`src/tds_pkg.sv`:
```
// Package for the timer with delta-sigma audio output.
// Assumes a single 100 MHz clock and an 8-bit register port.
package tds_pkg;
	localparam logic [7:0] TDS_ADDR_TERM_LOW = 8'hDA;
	localparam logic [7:0] TDS_ADDR_TERM_HIGH = 8'hDB;
	localparam logic [7:0] TDS_ADDR_SAMPLE_LOW = 8'hDC;
	localparam logic [7:0] TDS_ADDR_SAMPLE_HIGH = 8'hDD;
	localparam logic [7:0] TDS_ADDR_COUNT_LOW = 8'hE2;
	localparam logic [7:0] TDS_ADDR_COUNT_HIGH = 8'hE3;
	localparam logic [7:0] TDS_ADDR_CTRL = 8'hE4;
	localparam logic [7:0] TDS_ADDR_CHAN0_CTRL = 8'hE5;
	localparam logic [7:0] TDS_ADDR_CHAN1_CTRL = 8'hE6;
	localparam logic [7:0] TDS_ADDR_IRQ_MASK = 8'hE7;
	localparam logic [7:0] TDS_CHAN_CTRL_RESET = 8'h40;
	localparam logic [2:0] TDS_CMP_DSM = 3'h7;
	localparam int TDS_FLAG_CH2 = 7;
	localparam int TDS_FLAG_CH1 = 6;
	localparam int TDS_FLAG_CH0 = 5;
	localparam int TDS_FLAG_OVF = 4;
	localparam logic [3:0] TDS_FLAG_CLEAR = 4'h0;
	localparam logic [15:0] TDS_COUNT_MAX = 16'hFFFF;
	localparam logic [15:0] TDS_COUNT_ZERO = 16'h0000;
	localparam logic [6:0] TDS_DIV8 = 7'h07;
	localparam logic [6:0] TDS_DIV32 = 7'h1F;
	localparam logic [6:0] TDS_DIV128 = 7'h7F;
	localparam logic [2:0] TDS_DSM_DIV4 = 3'h3;
	localparam logic [2:0] TDS_DSM_DIV8 = 3'h7;
	localparam int TDS_SAMPLE_DROP = 2;

	typedef enum logic [1:0] {
		TDS_MODE_SUSPEND = 2'b00,
		TDS_MODE_FREE = 2'b01,
		TDS_MODE_MODULO = 2'b10,
		TDS_MODE_UPDOWN = 2'b11
	} tds_mode_t;

	typedef enum logic [1:0] {
		TDS_DIV_1 = 2'b00,
		TDS_DIV_8 = 2'b01,
		TDS_DIV_32 = 2'b10,
		TDS_DIV_128 = 2'b11
	} tds_div_t;

	typedef struct packed {
		logic [3:0] flags;
		tds_div_t div;
		tds_mode_t mode;
	} tds_ctrl_t;

	typedef struct packed {
		logic capture_select;
		logic irq_mask;
		logic [2:0] compare_action_select;
		logic mode;
		logic [1:0] capture_edge_select;
	} tds_chan_t;

	typedef struct packed {
		logic [7:0] addr;
		logic [7:0] wdata;
		logic wr;
		logic rd;
	} tds_bus_t;
endpackage

```
`src/tds_dsm.sv`:
```
// Second-order one-bit delta-sigma modulator with interpolator and shaper.
// Assumes samples and the sample strobe come from the timer on one clock.
`timescale 1ns/10ps
`default_nettype none
module tds_dsm #(
	parameter int SW = 16
) (
	input wire logic i_ref_clk, // system clock
	input wire logic i_rst_n, // async reset, active low
	input wire logic i_enable, // modulator enabled
	input wire logic i_slow, // one eighth tick rate when high
	input wire logic i_hold, // zeroth order hold instead of interpolation
	input wire logic i_shape, // shaper on
	input wire logic i_tick, // timer tick enable
	input wire logic i_sample_stb, // new sample period begins
	input wire logic [SW-1:0] i_sample, // signed sample
	output logic o_bit // modulated output
);
	localparam int AW = SW + 8;
	logic [2:0] phase;
	logic signed [SW-1:0] cur, prev;
	logic signed [AW-1:0] interp, step, acc1, acc2;
	logic signed [SW-1:0] clean;
	logic signed [AW-1:0] fb;
	logic dsm_en, out_bit, decide;
	logic [2:0] top;
	logic [15:0] steps, steps_seen;

	assign top = i_slow ? tds_pkg::TDS_DSM_DIV8 : tds_pkg::TDS_DSM_DIV4;
	assign dsm_en = i_tick && (phase == top);
	// Two low bits are dropped so only 14 bits take part.
	assign clean = {i_sample[SW-1:tds_pkg::TDS_SAMPLE_DROP],
		{tds_pkg::TDS_SAMPLE_DROP{1'b0}}};
	// The decision comes from the present second integrator, not from the
	// registered bit: one more step of loop delay makes the loop diverge.
	assign decide = ~acc2[AW-1];
	assign fb = decide ? (AW)'(signed'({1'b0, {(SW-1){1'b1}}}))
		: -(AW)'(signed'({1'b0, {(SW-1){1'b1}}}));

	always_ff @(posedge i_ref_clk or negedge i_rst_n) begin
		if (!i_rst_n) begin
			phase <= '0;
		end else if (!i_enable) begin
			phase <= '0;
		end else if (i_tick) begin
			phase <= (phase == top) ? 3'h0 : phase + 3'h1;
		end
	end

	// The interpolation step is scaled by the steps counted in the period before the last
	// period; a single divide-free shift keeps area small at some gain error.
	always_ff @(posedge i_ref_clk or negedge i_rst_n) begin
		if (!i_rst_n) begin
			cur <= '0;
			prev <= '0;
			interp <= '0;
			step <= '0;
			steps <= 16'h0001;
			steps_seen <= '0;
		end else if (i_sample_stb) begin
			prev <= cur;
			cur <= clean;
			steps <= (steps_seen == 16'h0000) ? 16'h0001 : steps_seen;
			steps_seen <= '0;
			interp <= (AW)'(cur);
			step <= ((AW)'(clean) - (AW)'(cur)) >>> $clog2(steps + 16'h0001);
		end else if (dsm_en) begin
			steps_seen <= steps_seen + 16'h0001;
			if (!i_hold) begin
				interp <= interp + step;
			end
		end
	end

	always_ff @(posedge i_ref_clk or negedge i_rst_n) begin
		if (!i_rst_n) begin
			acc1 <= '0;
			acc2 <= '0;
			out_bit <= 1'b0;
		end else if (!i_enable) begin
			acc1 <= '0;
			acc2 <= '0;
			out_bit <= 1'b0;
		end else if (dsm_en) begin
			acc1 <= acc1 + (i_hold ? (AW)'(cur) : interp) - fb;
			acc2 <= acc2 + acc1 - (fb <<< 1);
			out_bit <= decide;
		end
	end

	// The shaper forces an edge pair per bit to even out rise and fall times.
	always_ff @(posedge i_ref_clk or negedge i_rst_n) begin
		if (!i_rst_n) begin
			o_bit <= 1'b0;
		end else if (!i_enable) begin
			o_bit <= 1'b0;
		end else if (i_shape && phase == 3'h0) begin
			o_bit <= 1'b0;
		end else if (i_shape && phase == top) begin
			o_bit <= 1'b1;
		end else begin
			o_bit <= out_bit;
		end
	end
endmodule
`default_nettype wire

```
`src/tds_timer.sv`:
```
// Top of the 16-bit timer with prescaler, event flags and audio modulator.
// Assumes a one-cycle tick enable and the plain register port.
`timescale 1ns/10ps
`default_nettype none
module tds_timer (
	input wire logic i_ref_clk, // 100 MHz clock
	input wire logic i_rst_n, // async reset, active low
	input wire logic i_tick, // timer tick enable pulse
	input wire logic [7:0] i_addr, // register address
	input wire logic [7:0] i_wdata, // write data
	input wire logic i_wr, // write strobe
	input wire logic i_rd, // read strobe
	output logic [7:0] o_rdata, // read data, cycle after strobe
	output logic o_irq, // level interrupt
	output logic o_dsm_out, // channel 1 audio stream
	output logic o_dma_trig // one-cycle sample request
);
	tds_pkg::tds_ctrl_t ctrl;
	tds_pkg::tds_chan_t chan0, chan1;
	tds_pkg::tds_bus_t bus;
	logic [15:0] counter_value, term, sample;
	logic [7:0] term_low_buf, sample_low_buf, count_high_byte, irq_mask;
	logic [6:0] presc;
	logic count_down, active_edge, dsm_on, dsm_bit;
	logic ovf_ev, ch0_ev, ch1_ev, ch2_ev;
	logic [3:0] flag_set, flag_clr, flags_next;

	function automatic logic hit(input logic [7:0] a, input logic [7:0] r);
		hit = (a == r);
	endfunction

	assign bus = '{addr: i_addr, wdata: i_wdata, wr: i_wr, rd: i_rd};
	assign dsm_on = chan1.compare_action_select == tds_pkg::TDS_CMP_DSM;

	// The prescaler counter runs freely so a divider change applies at once
	// to the running count, without waiting for the current period.
	always_ff @(posedge i_ref_clk or negedge i_rst_n) begin
		if (!i_rst_n) begin
			presc <= '0;
		end else if (i_tick) begin
			presc <= presc + 7'h01;
		end
	end

	always_comb begin
		active_edge = 1'b0;
		if (i_tick) begin
			case (ctrl.div)
				tds_pkg::TDS_DIV_1: active_edge = 1'b1;
				tds_pkg::TDS_DIV_8:
					active_edge = (presc & tds_pkg::TDS_DIV8) == tds_pkg::TDS_DIV8;
				tds_pkg::TDS_DIV_32:
					active_edge = (presc & tds_pkg::TDS_DIV32) == tds_pkg::TDS_DIV32;
				tds_pkg::TDS_DIV_128: active_edge = presc == tds_pkg::TDS_DIV128;
				default: active_edge = 1'b0;
			endcase
			// The modulator cannot use the prescaler.
			if (dsm_on) begin
				active_edge = 1'b1;
			end
		end
	end

	always_comb begin
		ovf_ev = 1'b0;
		ch0_ev = 1'b0;
		if (active_edge) begin
			case (ctrl.mode)
				tds_pkg::TDS_MODE_FREE: ovf_ev = counter_value == tds_pkg::TDS_COUNT_MAX;
				tds_pkg::TDS_MODE_MODULO: ovf_ev = counter_value == term;
				tds_pkg::TDS_MODE_UPDOWN: ovf_ev = count_down &&
					counter_value == tds_pkg::TDS_COUNT_ZERO;
				default: ovf_ev = 1'b0;
			endcase
			if (ctrl.mode == tds_pkg::TDS_MODE_UPDOWN) begin
				ch0_ev = chan0.mode && ovf_ev;
			end else if (ctrl.mode != tds_pkg::TDS_MODE_SUSPEND) begin
				ch0_ev = chan0.mode && counter_value == term;
			end
		end
	end
	assign ch1_ev = active_edge && ctrl.mode != tds_pkg::TDS_MODE_SUSPEND &&
		chan1.mode && !dsm_on && counter_value == sample;
	assign ch2_ev = 1'b0;

	always_ff @(posedge i_ref_clk or negedge i_rst_n) begin
		if (!i_rst_n) begin
			counter_value <= tds_pkg::TDS_COUNT_ZERO;
			count_down <= 1'b0;
		end else if (bus.wr && hit(bus.addr, tds_pkg::TDS_ADDR_COUNT_LOW)) begin
			counter_value <= tds_pkg::TDS_COUNT_ZERO;
			count_down <= 1'b0;
		end else if (active_edge) begin
			case (ctrl.mode)
				tds_pkg::TDS_MODE_FREE: counter_value <= counter_value + 16'h0001;
				tds_pkg::TDS_MODE_MODULO: counter_value <= (counter_value >= term) ?
					tds_pkg::TDS_COUNT_ZERO : counter_value + 16'h0001;
				tds_pkg::TDS_MODE_UPDOWN: begin
					if (!count_down && counter_value >= term) begin
						count_down <= term != tds_pkg::TDS_COUNT_ZERO;
						counter_value <= counter_value - 16'h0001;
					end else if (count_down &&
						counter_value == tds_pkg::TDS_COUNT_ZERO) begin
						count_down <= 1'b0;
						counter_value <= counter_value + 16'h0001;
					end else if (count_down) begin
						counter_value <= counter_value - 16'h0001;
					end else begin
						counter_value <= counter_value + 16'h0001;
					end
				end
				default: counter_value <= counter_value;
			endcase
		end
	end

	// Mode and divider take effect on the write itself, so a nonzero mode
	// starts counting on the next active prescaler edge. Writing one clears a flag, and a
	// new event in that cycle wins.
	always_ff @(posedge i_ref_clk or negedge i_rst_n) begin
		if (!i_rst_n) begin
			ctrl.flags <= tds_pkg::TDS_FLAG_CLEAR;
			ctrl.mode <= tds_pkg::TDS_MODE_SUSPEND;
			ctrl.div <= tds_pkg::TDS_DIV_1;
		end else begin
			ctrl.flags <= flags_next;
			if (bus.wr && hit(bus.addr, tds_pkg::TDS_ADDR_CTRL)) begin
				ctrl.mode <= tds_pkg::tds_mode_t'(bus.wdata[1:0]);
				ctrl.div <= tds_pkg::tds_div_t'(bus.wdata[3:2]);
			end
		end
	end

	always_comb begin
		flag_set = '0;
		flag_set[tds_pkg::TDS_FLAG_CH2 - tds_pkg::TDS_FLAG_OVF] = ch2_ev;
		flag_set[tds_pkg::TDS_FLAG_CH1 - tds_pkg::TDS_FLAG_OVF] = ch1_ev;
		flag_set[tds_pkg::TDS_FLAG_CH0 - tds_pkg::TDS_FLAG_OVF] = ch0_ev;
		flag_set[0] = ovf_ev;
		flag_clr = '0;
		if (bus.wr && hit(bus.addr, tds_pkg::TDS_ADDR_CTRL)) begin
			flag_clr = bus.wdata[7:4];
		end
		flags_next = (ctrl.flags & ~flag_clr) | flag_set;
	end

	always_ff @(posedge i_ref_clk or negedge i_rst_n) begin
		if (!i_rst_n) begin
			chan0 <= tds_pkg::TDS_CHAN_CTRL_RESET;
			chan1 <= tds_pkg::TDS_CHAN_CTRL_RESET;
			irq_mask <= '0;
		end else if (bus.wr) begin
			if (hit(bus.addr, tds_pkg::TDS_ADDR_CHAN0_CTRL)) begin
				chan0 <= bus.wdata;
			end
			if (hit(bus.addr, tds_pkg::TDS_ADDR_CHAN1_CTRL)) begin
				chan1 <= bus.wdata;
			end
			if (hit(bus.addr, tds_pkg::TDS_ADDR_IRQ_MASK)) begin
				irq_mask <= bus.wdata;
			end
		end
	end

	// Low bytes wait in a buffer so a 16-bit value never tears.
	always_ff @(posedge i_ref_clk or negedge i_rst_n) begin
		if (!i_rst_n) begin
			term <= '0;
			sample <= '0;
			term_low_buf <= '0;
			sample_low_buf <= '0;
		end else if (bus.wr) begin
			if (hit(bus.addr, tds_pkg::TDS_ADDR_TERM_LOW)) begin
				term_low_buf <= bus.wdata;
			end
			if (hit(bus.addr, tds_pkg::TDS_ADDR_TERM_HIGH)) begin
				term <= {bus.wdata, term_low_buf};
			end
			if (hit(bus.addr, tds_pkg::TDS_ADDR_SAMPLE_LOW)) begin
				sample_low_buf <= bus.wdata;
			end
			if (hit(bus.addr, tds_pkg::TDS_ADDR_SAMPLE_HIGH)) begin
				sample <= {bus.wdata, sample_low_buf};
			end
		end
	end

	always_ff @(posedge i_ref_clk or negedge i_rst_n) begin
		if (!i_rst_n) begin
			count_high_byte <= '0;
		end else if (bus.rd && hit(bus.addr, tds_pkg::TDS_ADDR_COUNT_LOW)) begin
			count_high_byte <= counter_value[15:8];
		end
	end

	always_ff @(posedge i_ref_clk or negedge i_rst_n) begin
		if (!i_rst_n) begin
			o_rdata <= '0;
		end else if (bus.rd) begin
			case (bus.addr)
				tds_pkg::TDS_ADDR_TERM_LOW: o_rdata <= term[7:0];
				tds_pkg::TDS_ADDR_TERM_HIGH: o_rdata <= term[15:8];
				tds_pkg::TDS_ADDR_SAMPLE_LOW: o_rdata <= sample[7:0];
				tds_pkg::TDS_ADDR_SAMPLE_HIGH: o_rdata <= sample[15:8];
				tds_pkg::TDS_ADDR_COUNT_LOW: o_rdata <= counter_value[7:0];
				tds_pkg::TDS_ADDR_COUNT_HIGH: o_rdata <= count_high_byte;
				tds_pkg::TDS_ADDR_CTRL: o_rdata <= ctrl;
				tds_pkg::TDS_ADDR_CHAN0_CTRL: o_rdata <= chan0;
				tds_pkg::TDS_ADDR_CHAN1_CTRL: o_rdata <= chan1;
				tds_pkg::TDS_ADDR_IRQ_MASK: o_rdata <= irq_mask;
				default: o_rdata <= '0;
			endcase
		end else begin
			o_rdata <= '0;
		end
	end

	// Each channel 0 event (ch0_ev) asks software for the next sample.
	always_ff @(posedge i_ref_clk or negedge i_rst_n) begin
		if (!i_rst_n) begin
			o_irq <= 1'b0;
			o_dma_trig <= 1'b0;
		end else begin
			o_irq <= |(flags_next & irq_mask[7:4]);
			o_dma_trig <= ch0_ev;
		end
	end

	tds_dsm #(
		.SW(16)
	) u_dsm (
		.i_ref_clk(i_ref_clk),
		.i_rst_n(i_rst_n),
		.i_enable(dsm_on),
		.i_slow(chan1.mode),
		.i_hold(chan1.capture_edge_select[1]),
		.i_shape(chan1.capture_edge_select[0]),
		.i_tick(i_tick),
		.i_sample_stb(ovf_ev),
		.i_sample(sample),
		.o_bit(dsm_bit)
	);

	always_ff @(posedge i_ref_clk or negedge i_rst_n) begin
		if (!i_rst_n) begin
			o_dsm_out <= 1'b0;
		end else begin
			o_dsm_out <= dsm_bit;
		end
	end
endmodule
`default_nettype wire

```
`config.mk`:
```
export PLATFORM = sky130hd
export DESIGN_NAME = tds_timer
export DESIGN_NICKNAME = d
export VERILOG_FILES = /design/src/tds_pkg.sv /design/src/tds_dsm.sv /design/src/tds_timer.sv
export SDC_FILE = /design/constraint.sdc
export NUM_CORES = 1
export LEC_CHECK = 0
export BUFFER_PORTS_ARGS = -buffer_cell sky130_fd_sc_hd__buf_2
export CAP_MARGIN = 20
export CORE_MARGIN = 2
export CORE_UTILIZATION = 40
export DETAILED_ROUTE_END_ITERATION = 16
export HOLD_SLACK_MARGIN = 0.06
export MAX_ROUTING_LAYER = met4
export SLEW_MARGIN = 5
export SYNTH_ARGS = -nofsm -noshare
export SYNTH_HDL_FRONTEND = slang
export SYNTH_SLANG_ARGS = --single-unit
```
`constraint.sdc`:
```
create_clock -name i_ref_clk -period 6.78 [get_ports i_ref_clk]
set_clock_uncertainty 0.1 [all_clocks]
set_input_delay 1.356 -clock i_ref_clk [delete_from_list [all_inputs] [get_ports i_ref_clk]]
set_output_delay 1.356 -clock i_ref_clk [all_outputs]
set_load 0.03 [all_outputs]
```
# Word-level counts from Yosys, hierarchy flattened
# Cells that the tools add are included.
classes:
  n_bitwise: 5
  reduce_logical: 39
  shift: 1
  add_sub_neg: 13
  order_cmp: 1
  n_eq_ne: 27
  mux: 62
ops:
  columns: ["operator", "n"]
  rows:
  - ["two-way mux 32 bit", 16]
  - ["two-way mux 24 bit", 9]
  - ["two-way mux 16 bit", 9]
  - ["equality test 8 bit (second input constant)", 10]
  - ["one-hot mux 8 bit (10 select lines)", 1]
  - ["adder 24 bit", 3]
  - ["adder 16 x 1 -> 16 bit (second input constant)", 3]
  - ["one-hot mux 16 bit (3 select lines)", 1]
  - ["subtractor 24 bit", 2]
  - ["equality test 16 bit", 2]
  - ["logical NOT 16 bit", 2]
  - ["nonzero test 16 bit", 2]
  - [">>> shifter 24 x 32 -> 24 bit", 1]
  - ["subtractor 16 x 1 -> 16 bit (second input constant)", 2]
  - ["two-way mux 1 bit", 18]
  - ["AND reduction 2 bit", 9]
  - ["subtractor 16 x 16 -> 17 bit", 1]
  - ["equality test 16 bit (second input constant)", 1]
  - [">= comparator 16 bit", 1]
  - ["logical AND 1 bit", 14]
  - ["two-way mux 3 bit", 4]
  - ["bitwise AND 4 bit", 2]
  - ["equality test 2 bit (second input constant)", 4]
  - ["two-way mux 8 bit", 1]
  - ["23 further kinds", 30]
word_totals:
  in_bits: 21
  wordCells: 184
  register_bits: 270
  out_inout_bits: 11

# Depth between registers and ports, before layout
# Gate-level depths: netlist of the first run.
depth:
  depth_word: 20
  depth_mapped: 18
  ltp_nobuf: 17

# Hierarchy
# Synthesis of the first run repeated with hierarchy kept, for this count alone.
unflattened:
  cells_unflattened: 2035
  hier_area_um2: 19322.3
modules_own_cells:
  columns: ["mod", "seq_area_each_um2", "area_per_inst_um2", "cells_each", "n_inst"]
  rows:
  - ["tds_dsm", 3504.6, 12639.6, 1436, 1]
  - ["tds_timer", 3080.5, 6682.7, 599, 1]

# Least setup slack after synthesis of the first run
# Ideal clock, no wire load.
synth_path:
  kind: "register to register"
  startpoint: "register u_dsm.acc2[23]"
  endpoint: "register u_dsm.acc1[23]"
  arrival_ns: 5.322
  setup_slack_ns: 1.228
  stages_incl_launch_ff: 15
  n_path_buf: 0
  path_cell_list: "dfrtp_1 -> fa_1 -> ha_1 -> a21o_1 -> a21o_1 -> a2111oi_0 -> o31a_1 -> a211o_1 -> o211ai_1 -> o22ai_1 -> o21ai_0 -> a211oi_1 -> a21oi_1 -> xnor2_1 -> o21ai_0"
synth_via:
  elab_chain_len: 4
synth_lines:
  columns: ["element", "line", "rtl"]
  rows:
  - ["start: declaration", "tds_dsm.sv:22", "logic signed [AW-1:0] interp, step, acc1, acc2;"]
  - ["start signal: assignment", "tds_dsm.sv:86", "acc2 <= acc2 + acc1 - (fb <<< 1);"]
  - ["two-way mux 24 bit", "tds_dsm.sv:37", "assign fb = decide ? (AW)'(signed'({1'b0, {(SW-1){1'b1}}}))"]
  - ["subtractor 24 bit", "tds_dsm.sv:85", "acc1 <= acc1 + (i_hold ? (AW)'(cur) : interp) - fb;"]
  - ["two-way mux 24 bit", "tds_dsm.sv:84", "end else if (dsm_en) begin"]
  - ["two-way mux 24 bit", "tds_dsm.sv:80", "end else if (!i_enable) begin"]
  - ["end signal: assignment", "tds_dsm.sv:85", null]
  - ["end: declaration", "tds_dsm.sv:22", null]
# No other way between the ends. The select of a mux whose other input is x is not followed.
# A chain may end at the register's enable or synchronous reset.

# Final worst setup path of the first run
layout_path:
  startpoint: "register u_dsm.steps[0]"
  endpoint: "register u_dsm.step[9]"
layout_via:
  elab_chain_len: 20
  elab_cells_between_ends: 21
  classes_between: "add/sub (2); shift (1); mux (17); reduce/logical (1)"
layout_lines:
  columns: ["element", "line", "rtl"]
  rows:
  - ["start: declaration", "tds_dsm.sv:27", "logic [15:0] steps, steps_seen;"]
  - ["start signal: assignment", "tds_dsm.sv:63", "steps <= (steps_seen == 16'h0000) ? 16'h0001 : steps_seen;"]
  - ["adder 16 x 1 -> 16 bit *", "tds_dsm.sv:66", "step <= ((AW)'(clean) - (AW)'(cur)) >>> $clog2(steps + 16'h0001);"]
  - ["subtractor 16 x 1 -> 16 bit", "tds_dsm.sv:66", null]
  - ["two-way mux 1 bit (implied by the code)", "tds_dsm.sv:66", null]
  - ["two-way mux 32 bit (implied by the code) (15 in a row)", "tds_dsm.sv:66", null]
  - ["two-way mux 32 bit (implied by the code) *", "tds_dsm.sv:66", null]
  - [">>> shifter 24 x 32 -> 24 bit *", "tds_dsm.sv:66", null]
  - ["end signal: assignment", "tds_dsm.sv:66", null]
  - ["end: declaration", "tds_dsm.sv:22", null]
# Every way passes the cells marked *; elsewhere a longest branch is shown, timed or not.

==> results of run 1 <==
==> worst paths after layout <==
kind / end / cells after the start
max reg2reg: u_dsm.step[9]$_DFFE_PN0P_ / 13
max: u_dsm.step[9]$_DFFE_PN0P_ / 13
min: o_dsm_out$_DFF_PN0_ / 0
max in group asynchronous: u_dsm.cur[4]$_DFFE_PN0P_ / 2
min reg2reg: o_dsm_out$_DFF_PN0_ / 0
min in group asynchronous: term[0]$_DFFE_PN0P_ / 1
==> per-layer routing <==
| layer | up-vias | wire [µm] |
|---|---|---|
| li1 | 7496 | - |
| met1 | 7603 | 23460 |
| met2 | 334 | 22660 |
| met3 | 75 | 2100 |
| met4 | 0 | 1190 |
| met5 | - | 0 |
==> worst max-delay path: cells and delay by family (launching register included) <==
| kind | cells | cell delay [ps] |
|---|---|---|
| and+or+nand+nor | 2 | 620 |
| adders and majority gates | 1 | 470 |
| muxes | 4 | 1150 |
| DFF | 1 | 660 |
| xor gates and xnor gates | 1 | 120 |
| AOI/OAI and AO/OA | 5 | 1890 |
==> flip-flops by register name, summed over array words and instances, names as in the netlist, 3 cells and up <==
name              flops
counter_value        16
term_low_buf          8
u_dsm.steps          16
sample               16
u_dsm.steps_seen     16
o_rdata               8
u_dsm.acc2           24
count_high_byte       8
chan0                 8
u_dsm.cur            14
u_dsm.interp         24
irq_mask              8
u_dsm.step           17
ctrl                  8
presc                 7
term                 16
sample_low_buf        8
u_dsm.phase           3
u_dsm.acc1           24
chan1                 8
==> metrics by stage <==
stage	worst slack (ps)	instance area [µm²]	util (%)
after detailed placement	1698	19910	41.88
final	1634	20930	44.02
after floorplan	1228	19180	-
after global routing	1313	20930	44.02
after CTS	1690	20900	43.95
after global placement	1808	19900	41.86
==> cell families (layout without fill, tap and decap cells) <==
logic type                 count (synthesis)  after routing  share of synthesized area, %
and+or+nand+nor                          663            663                         16.75
AOI/OAI and AO/OA                        521            521                         17.72
DFF                                      263            263                         34.34
buffers and inverters                    218            235                         4.606
adders and majority gates                158            158                         12.11
muxes                                    153            153                         8.815
xor gates and xnor gates                 123            123                         5.657
==> synthesized netlist by cell type (7+ instances only) <==
cell	n
sky130_fd_sc_hd__a211oi_1	33
sky130_fd_sc_hd__a21boi_0	9
sky130_fd_sc_hd__a21o_1	21
sky130_fd_sc_hd__a21oi_1	157
sky130_fd_sc_hd__a222oi_1	13
sky130_fd_sc_hd__a22oi_1	17
sky130_fd_sc_hd__a31oi_1	38
sky130_fd_sc_hd__and2_1	14
sky130_fd_sc_hd__and3_1	29
sky130_fd_sc_hd__buf_1	7
sky130_fd_sc_hd__buf_2	10
sky130_fd_sc_hd__clkbuf_1	65
sky130_fd_sc_hd__dfrtp_1	260
sky130_fd_sc_hd__fa_1	46
sky130_fd_sc_hd__ha_1	112
sky130_fd_sc_hd__inv_1	126
sky130_fd_sc_hd__mux2_2	117
sky130_fd_sc_hd__mux2i_1	32
sky130_fd_sc_hd__nand2_1	227
sky130_fd_sc_hd__nand2b_1	23
sky130_fd_sc_hd__nand3_1	55
sky130_fd_sc_hd__nand3b_1	9
sky130_fd_sc_hd__nand4_1	25
sky130_fd_sc_hd__nor2_1	142
sky130_fd_sc_hd__nor2b_1	19
sky130_fd_sc_hd__nor3_1	41
sky130_fd_sc_hd__nor4_1	15
sky130_fd_sc_hd__o211ai_1	14
sky130_fd_sc_hd__o21a_1	26
sky130_fd_sc_hd__o21ai_0	96
sky130_fd_sc_hd__o21ai_1	7
sky130_fd_sc_hd__o21bai_1	7
sky130_fd_sc_hd__o31a_1	10
sky130_fd_sc_hd__o31ai_1	8
sky130_fd_sc_hd__or3_1	18
sky130_fd_sc_hd__xnor2_1	75
sky130_fd_sc_hd__xor2_1	47
==> cell type report <==
class | count | share of cell area (%)
multi-input combinational | 1618 | 56.13
sequential | 263 | 31.48
clock buffer | 41 | 4.077
tap | 615 | 3.676
inverter | 127 | 2.278
timing repair buffer | 53 | 1.734
clock inverter | 14 | 0.6277
==> power breakdown <==
group	total, mW	internal, mW	leakage, nW	switching (mW)
registers	2.06	1.76	3.50	0.297
clock network	1.65	0.954	0.482	0.691
logic	1.92	0.843	5.46	1.07
total	5.62	3.56	9.44	2.06
==> results_dict.tcl, run 1 <==
set metrics [dict create \
    share_of_flip_flops_with_an_asynchronous_set_or_reset_after_synthesis_pct 100.0 \
    crit_path_max_fanout 24 \
    clkSinkCount 263 \
    mappedNetlistNets 2278 \
    synth.ff_latch_count 263 \
    diodes 0 \
    most_used_dff_post_synth "sky130_fd_sc_hd__dfrtp_1" \
    crit_slowest_cell "sky130_fd_sc_hd__dfstp_2" \
    final_net_count 2273 \
    die-area_um2 49710 \
    final_common_cell "sky130_fd_sc_hd__dfrtp_1" \
    busiest_layer "met2" \
    design.portCount 32 \
    setup_tns_ps 0 \
    final_max_slew_viol_count 0 \
    worst_path_largest_cell_delay_ps 660 \
    synth_sequential_area_ratio_pct 34.34 \
    first_pass_iters 6 \
    setup.reg_to_reg.worst_slack_ps 1630 \
    clock-root-buffer "sky130_fd_sc_hd__clkbuf_16" \
    cts.repair_timing.setup_buffer_count 0 \
    tritoncts.num_buffers 31 \
    power-per-cell-area_nw_per_um2 268.5 \
    placed_cells_incl_taps 2674 \
    drc 0 \
    max_clock_freq_mhz 194.3 \
    multi_input_area_um2 11750 \
    hpwl_mm 35.10 \
    cp_cell_sequence "ha_1 -> xor2_1 -> or4_4 -> a211oi_2 -> nand2_1 -> o21ai_0 -> o2bb2ai_1 -> a22oi_4 -> mux2_1 -> mux2_2 -> mux2i_1 -> a21boi_1 -> mux2_4" \
    critical_path.startpoint "u_dsm.steps[0]$_DFFE_PN1P_" \
    number_of_flops_mapped_to_enable_cells_by_yosys 0 \
    syn_area_um2 19180 \
    crit_path_start_kind "flip-flop" \
    synth_cell_type_count 99 \
    maximum_number_of_pins_on_one_net_before_global_route_repair 107 \
    clk_pin_slew_worst_paths_ps 60 \
    cts_resized 0 \
    synth_cells 2099 \
    fillerInstances 4567 \
    initial_core_util_pct 40.33 \
    final.min_clock_period_ps 5146 \
    areaGrowthSynthToFinish_pct 9.141 \
    max_slew_margin_pct 26.82 \
    yosysTopAreaCellShare_pct 33.93 \
    origin_of_the_worst_min_delay_path "u_dsm.o_bit$_DFF_PN0_" \
    finalHoldWorstSlack_ps 254.2 \
    final_min_period_over_clock_period_pct 75.89 \
    wl_per_cell_um 18.09 \
    cts_htree_levels 1 \
    io_buffers 31 \
    max_cap_violations 0 \
    vdd.ir_drop.worst_mv 0.2427 \
    vias 15510 \
    ant_nets 0 \
    ctsLongestPathBuffers 3 \
    finalWirelength_mm 49.42 \
    tritoncts "yes" \
    clkLatencyLatePin_ps 580 \
    worst-endpoint-required_ps 7140 \
    chipHeight_um 223.0 \
    launch_point_of_the_worst_reg_to_reg_path "u_dsm.steps[0]$_DFFE_PN1P_" \
    finalHoldViolCount 0 \
    min-delay-path-class "flip-flop to flip-flop" \
    overall_track_demand_over_capacity_in_global_routing_pct 20.75 \
    worst-slew-pin-transition_ps 1094 \
    row_count 80 \
    grt_overflow_total 0 \
    route.detailed.vias_per_inst 5.679 \
    post_cts_hold_buffer_count 0 \
    core_area_um2 47550 \
    synth.avg_cell_area_um2 9.136 \
    leakagePower_nw 9.445 \
    gp_congestion 0.8879 \
    ys_top_cells_by_area "sky130_fd_sc_hd__dfrtp_1, sky130_fd_sc_hd__ha_1, sky130_fd_sc_hd__mux2_2, sky130_fd_sc_hd__fa_1, sky130_fd_sc_hd__nand2_1" \
    global_route_wire_length_before_repair_mm 82.28 \
    synthDominantAreaCellType "sky130_fd_sc_hd__dfrtp_1" \
    grt_setup_unrepaired "no" \
    sequential_cell_area_um2 6589 \
    capturing_element_type_of_the_critical_path "flip-flop" \
    die_w_um 223.0 \
    met3_usage_pct 2.450 \
    final-setup-viol-count 0 \
    most-common-layout-cells "sky130_fd_sc_hd__dfrtp_1, sky130_fd_sc_hd__nand2_1, sky130_fd_sc_hd__a21oi_1, sky130_fd_sc_hd__nor2_1, sky130_fd_sc_hd__inv_1" \
    layout-drive-gt1-share_pct 12.52 \
    yosys_warnings 0 \
    arrival_ps 5510 \
    drt-initial-drc-count 1071 \
    grt_met1_usage_pct 28.30 \
    initial_antenna_violation_count 0 \
    finish.cell_count_without_fillers 2731 \
    global_route.usage.met2_pct 32.67 \
    setup.worst_path.class "flip-flop to flip-flop" \
    report.power.total_mw 5.620 \
    vias_in_the_first_global_route 15460 \
    status "finished clean" \
]
Power figures use the tool's default switching activity.
==> inputs of run 2 (changes only) <==
==> constraint.sdc (replaced) <==
create_clock -name i_ref_clk -period 4.35 [get_ports i_ref_clk]
set_clock_uncertainty 0.1 [all_clocks]
set_input_delay 0.87 -clock i_ref_clk [delete_from_list [all_inputs] [get_ports i_ref_clk]]
set_output_delay 0.87 -clock i_ref_clk [all_outputs]
set_load 0.03 [all_outputs]
==> results_dict.tcl, run 2 (synthesis gave the netlist of run 1 again) <==
set metrics [dict create \
    final_net_count 2336 \
    row_count 80 \
    final_common_cell "sky130_fd_sc_hd__dfrtp_1" \
    initial_antenna_violation_count 0 \
    max_clock_freq_mhz 241.4 \
    wl_per_cell_um 18.32 \
    core_area_um2 47550 \
    largest_registers "u_dsm.acc1: 24 flops, u_dsm.acc2: 24 flops, u_dsm.interp: 24 flops" \
    share_clk_of_total_power_pct 28.1 \
    grt_setup_unrepaired "no" \
    leakagePower_nw 9.760 \
    finalHoldViolCount 0 \
    worst-endpoint-required_ps 4730 \
    design.portCount 32 \
    ctsLongestPathBuffers 3 \
    worst-slew-pin-transition_ps 862.3 \
    total_internal_power_mw 5.672 \
    initial_core_util_pct 40.33 \
    maximum_number_of_pins_on_one_net_before_global_route_repair 102 \
    areaGrowthSynthToFinish_pct 12.02 \
    hpwl_mm 37.71 \
    setup_ws_ps 207.8 \
    comb_power_share_pct 37.3 \
    max_cap_violations 0 \
    die_w_um 223.0 \
    final.min_clock_period_ps 4142 \
    route.detailed.vias_per_inst 5.666 \
    total_switching_power_mw 3.273 \
    ant_nets 0 \
    chipHeight_um 223.0 \
    first_pass_iters 6 \
    capturing_element_type_of_the_critical_path "flip-flop" \
    tritoncts "yes" \
    grt_overflow_total 0 \
    clkSinkCount 263 \
    max_slew_margin_pct 42.52 \
    arrival_ps 4520 \
    finalWirelength_mm 51.20 \
    final-setup-viol-count 0 \
    switching_share_pct 36.59 \
    io_buffers 31 \
    vdd.ir_drop.worst_mv 0.3497 \
    preCtsSetupSlack_ps -12.86 \
    overall_track_demand_over_capacity_in_global_routing_pct 21.34 \
    vias_in_the_first_global_route 15760 \
    crit_path_max_fanout 4 \
    setup_tns_ps 0 \
    diodes 0 \
    gp_congestion 0.9061 \
    global_route_wire_length_before_repair_mm 84.53 \
    clkLatencyLatePin_ps 580 \
    final_core_util_pct 45.18 \
    fillerInstances 4521 \
    min-delay-path-class "input port to async pin" \
    setup.worst_path.class "flip-flop to flip-flop" \
    clock-root-buffer "sky130_fd_sc_hd__clkbuf_16" \
    final_min_period_over_clock_period_pct 95.22 \
    tritoncts.num_buffers 31 \
    drc 0 \
    status "finished clean" \
    crit_path_start_kind "flip-flop" \
    cts.repair_timing.setup_buffer_count 0 \
    cts_htree_levels 1 \
    clk_pin_slew_worst_paths_ps 60 \
    drt-initial-drc-count 1107 \
    final_max_slew_viol_count 0 \
    vias 15840 \
    layout-drive-gt1-share_pct 15.69 \
    most-common-layout-cells "sky130_fd_sc_hd__dfrtp_1, sky130_fd_sc_hd__nand2_1, sky130_fd_sc_hd__a21oi_1, sky130_fd_sc_hd__nor2_1, sky130_fd_sc_hd__inv_1" \
    die-area_um2 49710 \
    share_seq_of_total_power_pct 34.7 \
    power-per-cell-area_nw_per_um2 416.4 \
]
run 2: metrics by stage:
stage	hold slack, ps	total power, mW	instance area [µm²]	std cells
2_1_floorplan	231.2	5.407	19180	2099
3_3_place_gp	244.0	6.346	20420	2738
3_5_place_dp	238.0	6.411	20420	2738
4_1_cts	260.9	8.976	21400	2794
5_1_grt	261.4	9.536	21480	2795
6_report	226.3	8.945	21480	2795
run 2: critical path, cell delays in order (launching register included):
cell and delay, ps:
sky130_fd_sc_hd__dfrtp_1 380, sky130_fd_sc_hd__inv_1 130, sky130_fd_sc_hd__ha_1 190, sky130_fd_sc_hd__inv_1 60, sky130_fd_sc_hd__fa_1 420, sky130_fd_sc_hd__a211o_1 300
sky130_fd_sc_hd__a21oi_1 200, sky130_fd_sc_hd__o21ai_0 170, sky130_fd_sc_hd__nand2_1 120, sky130_fd_sc_hd__a2111oi_0 100, sky130_fd_sc_hd__buf_4 160, sky130_fd_sc_hd__o31a_1 270
sky130_fd_sc_hd__a31oi_1 420, sky130_fd_sc_hd__a21boi_0 300, sky130_fd_sc_hd__a211oi_1 90, sky130_fd_sc_hd__a211oi_1 320, sky130_fd_sc_hd__o21ai_0 150, sky130_fd_sc_hd__a31oi_1 190
run 2: what timing repair did:
action | CTS | global route
setup endpoints to repair | 4 | 20
hold buffers | 0 | 0
pin swaps | 0 | 1
resized for setup | 2 | 23
hold endpoints to repair | 0 | 0
run 2: path summary, 6_finish.rpt:
check                                       from                         end  slack, ps  depth (start not counted)
setup / recovery           sample[2]$_DFFE_PN0P_   u_dsm.step[7]$_DFFE_PN0P_        210                         17
hold / removal                           i_rst_n         term[6]$_DFFE_PN0P_        230                          1
setup reg to reg           sample[2]$_DFFE_PN0P_   u_dsm.step[7]$_DFFE_PN0P_        210                         17
hold reg to reg            u_dsm.o_bit$_DFF_PN0_         o_dsm_out$_DFF_PN0_        260                          0
max in group asynchronous                i_rst_n  u_dsm.steps[3]$_DFFE_PN0P_       2770                          2
min in group i_ref_clk     u_dsm.o_bit$_DFF_PN0_         o_dsm_out$_DFF_PN0_        260                          0
run 2: area by class of cell:
| class | instances | area [µm²] | share of cell area (%) |
|---|---|---|---|
| Clock buffer | 45 | 878.3 | 4.089 |
| Inverter | 127 | 476.7 | 2.219 |
| Sequential cell | 263 | 6590 | 30.68 |
| Multi-Input combinational cell | 1618 | 11810 | 54.96 |
| Timing Repair Buffer | 116 | 864.6 | 4.025 |
| Tap cell | 615 | 769.5 | 3.582 |
| Clock inverter | 11 | 96.34 | 0.4485 |
run 2: per-layer routing:
metal,wire length [µm],global-route usage [%],vias to the layer above
met5,0,-,-
met4,896,4.590,0
met3,2216,1.910,59
met2,23900,34.13,372
met1,24180,29.60,7779
li1,-,-,7626
run 2: power groups by stage:
stage / registers (mW) / clock network [mW] / logic (mW)
3_5_place_dp: 3.13 / 0 / 3.28
4_1_cts: 3.09 / 2.57 / 3.31
3_3_place_gp: 3.13 / 0 / 3.21
6_report: 3.10 / 2.51 / 3.33
5_1_grt: 3.14 / 2.67 / 3.72
2_1_floorplan: 2.98 / 0 / 2.43
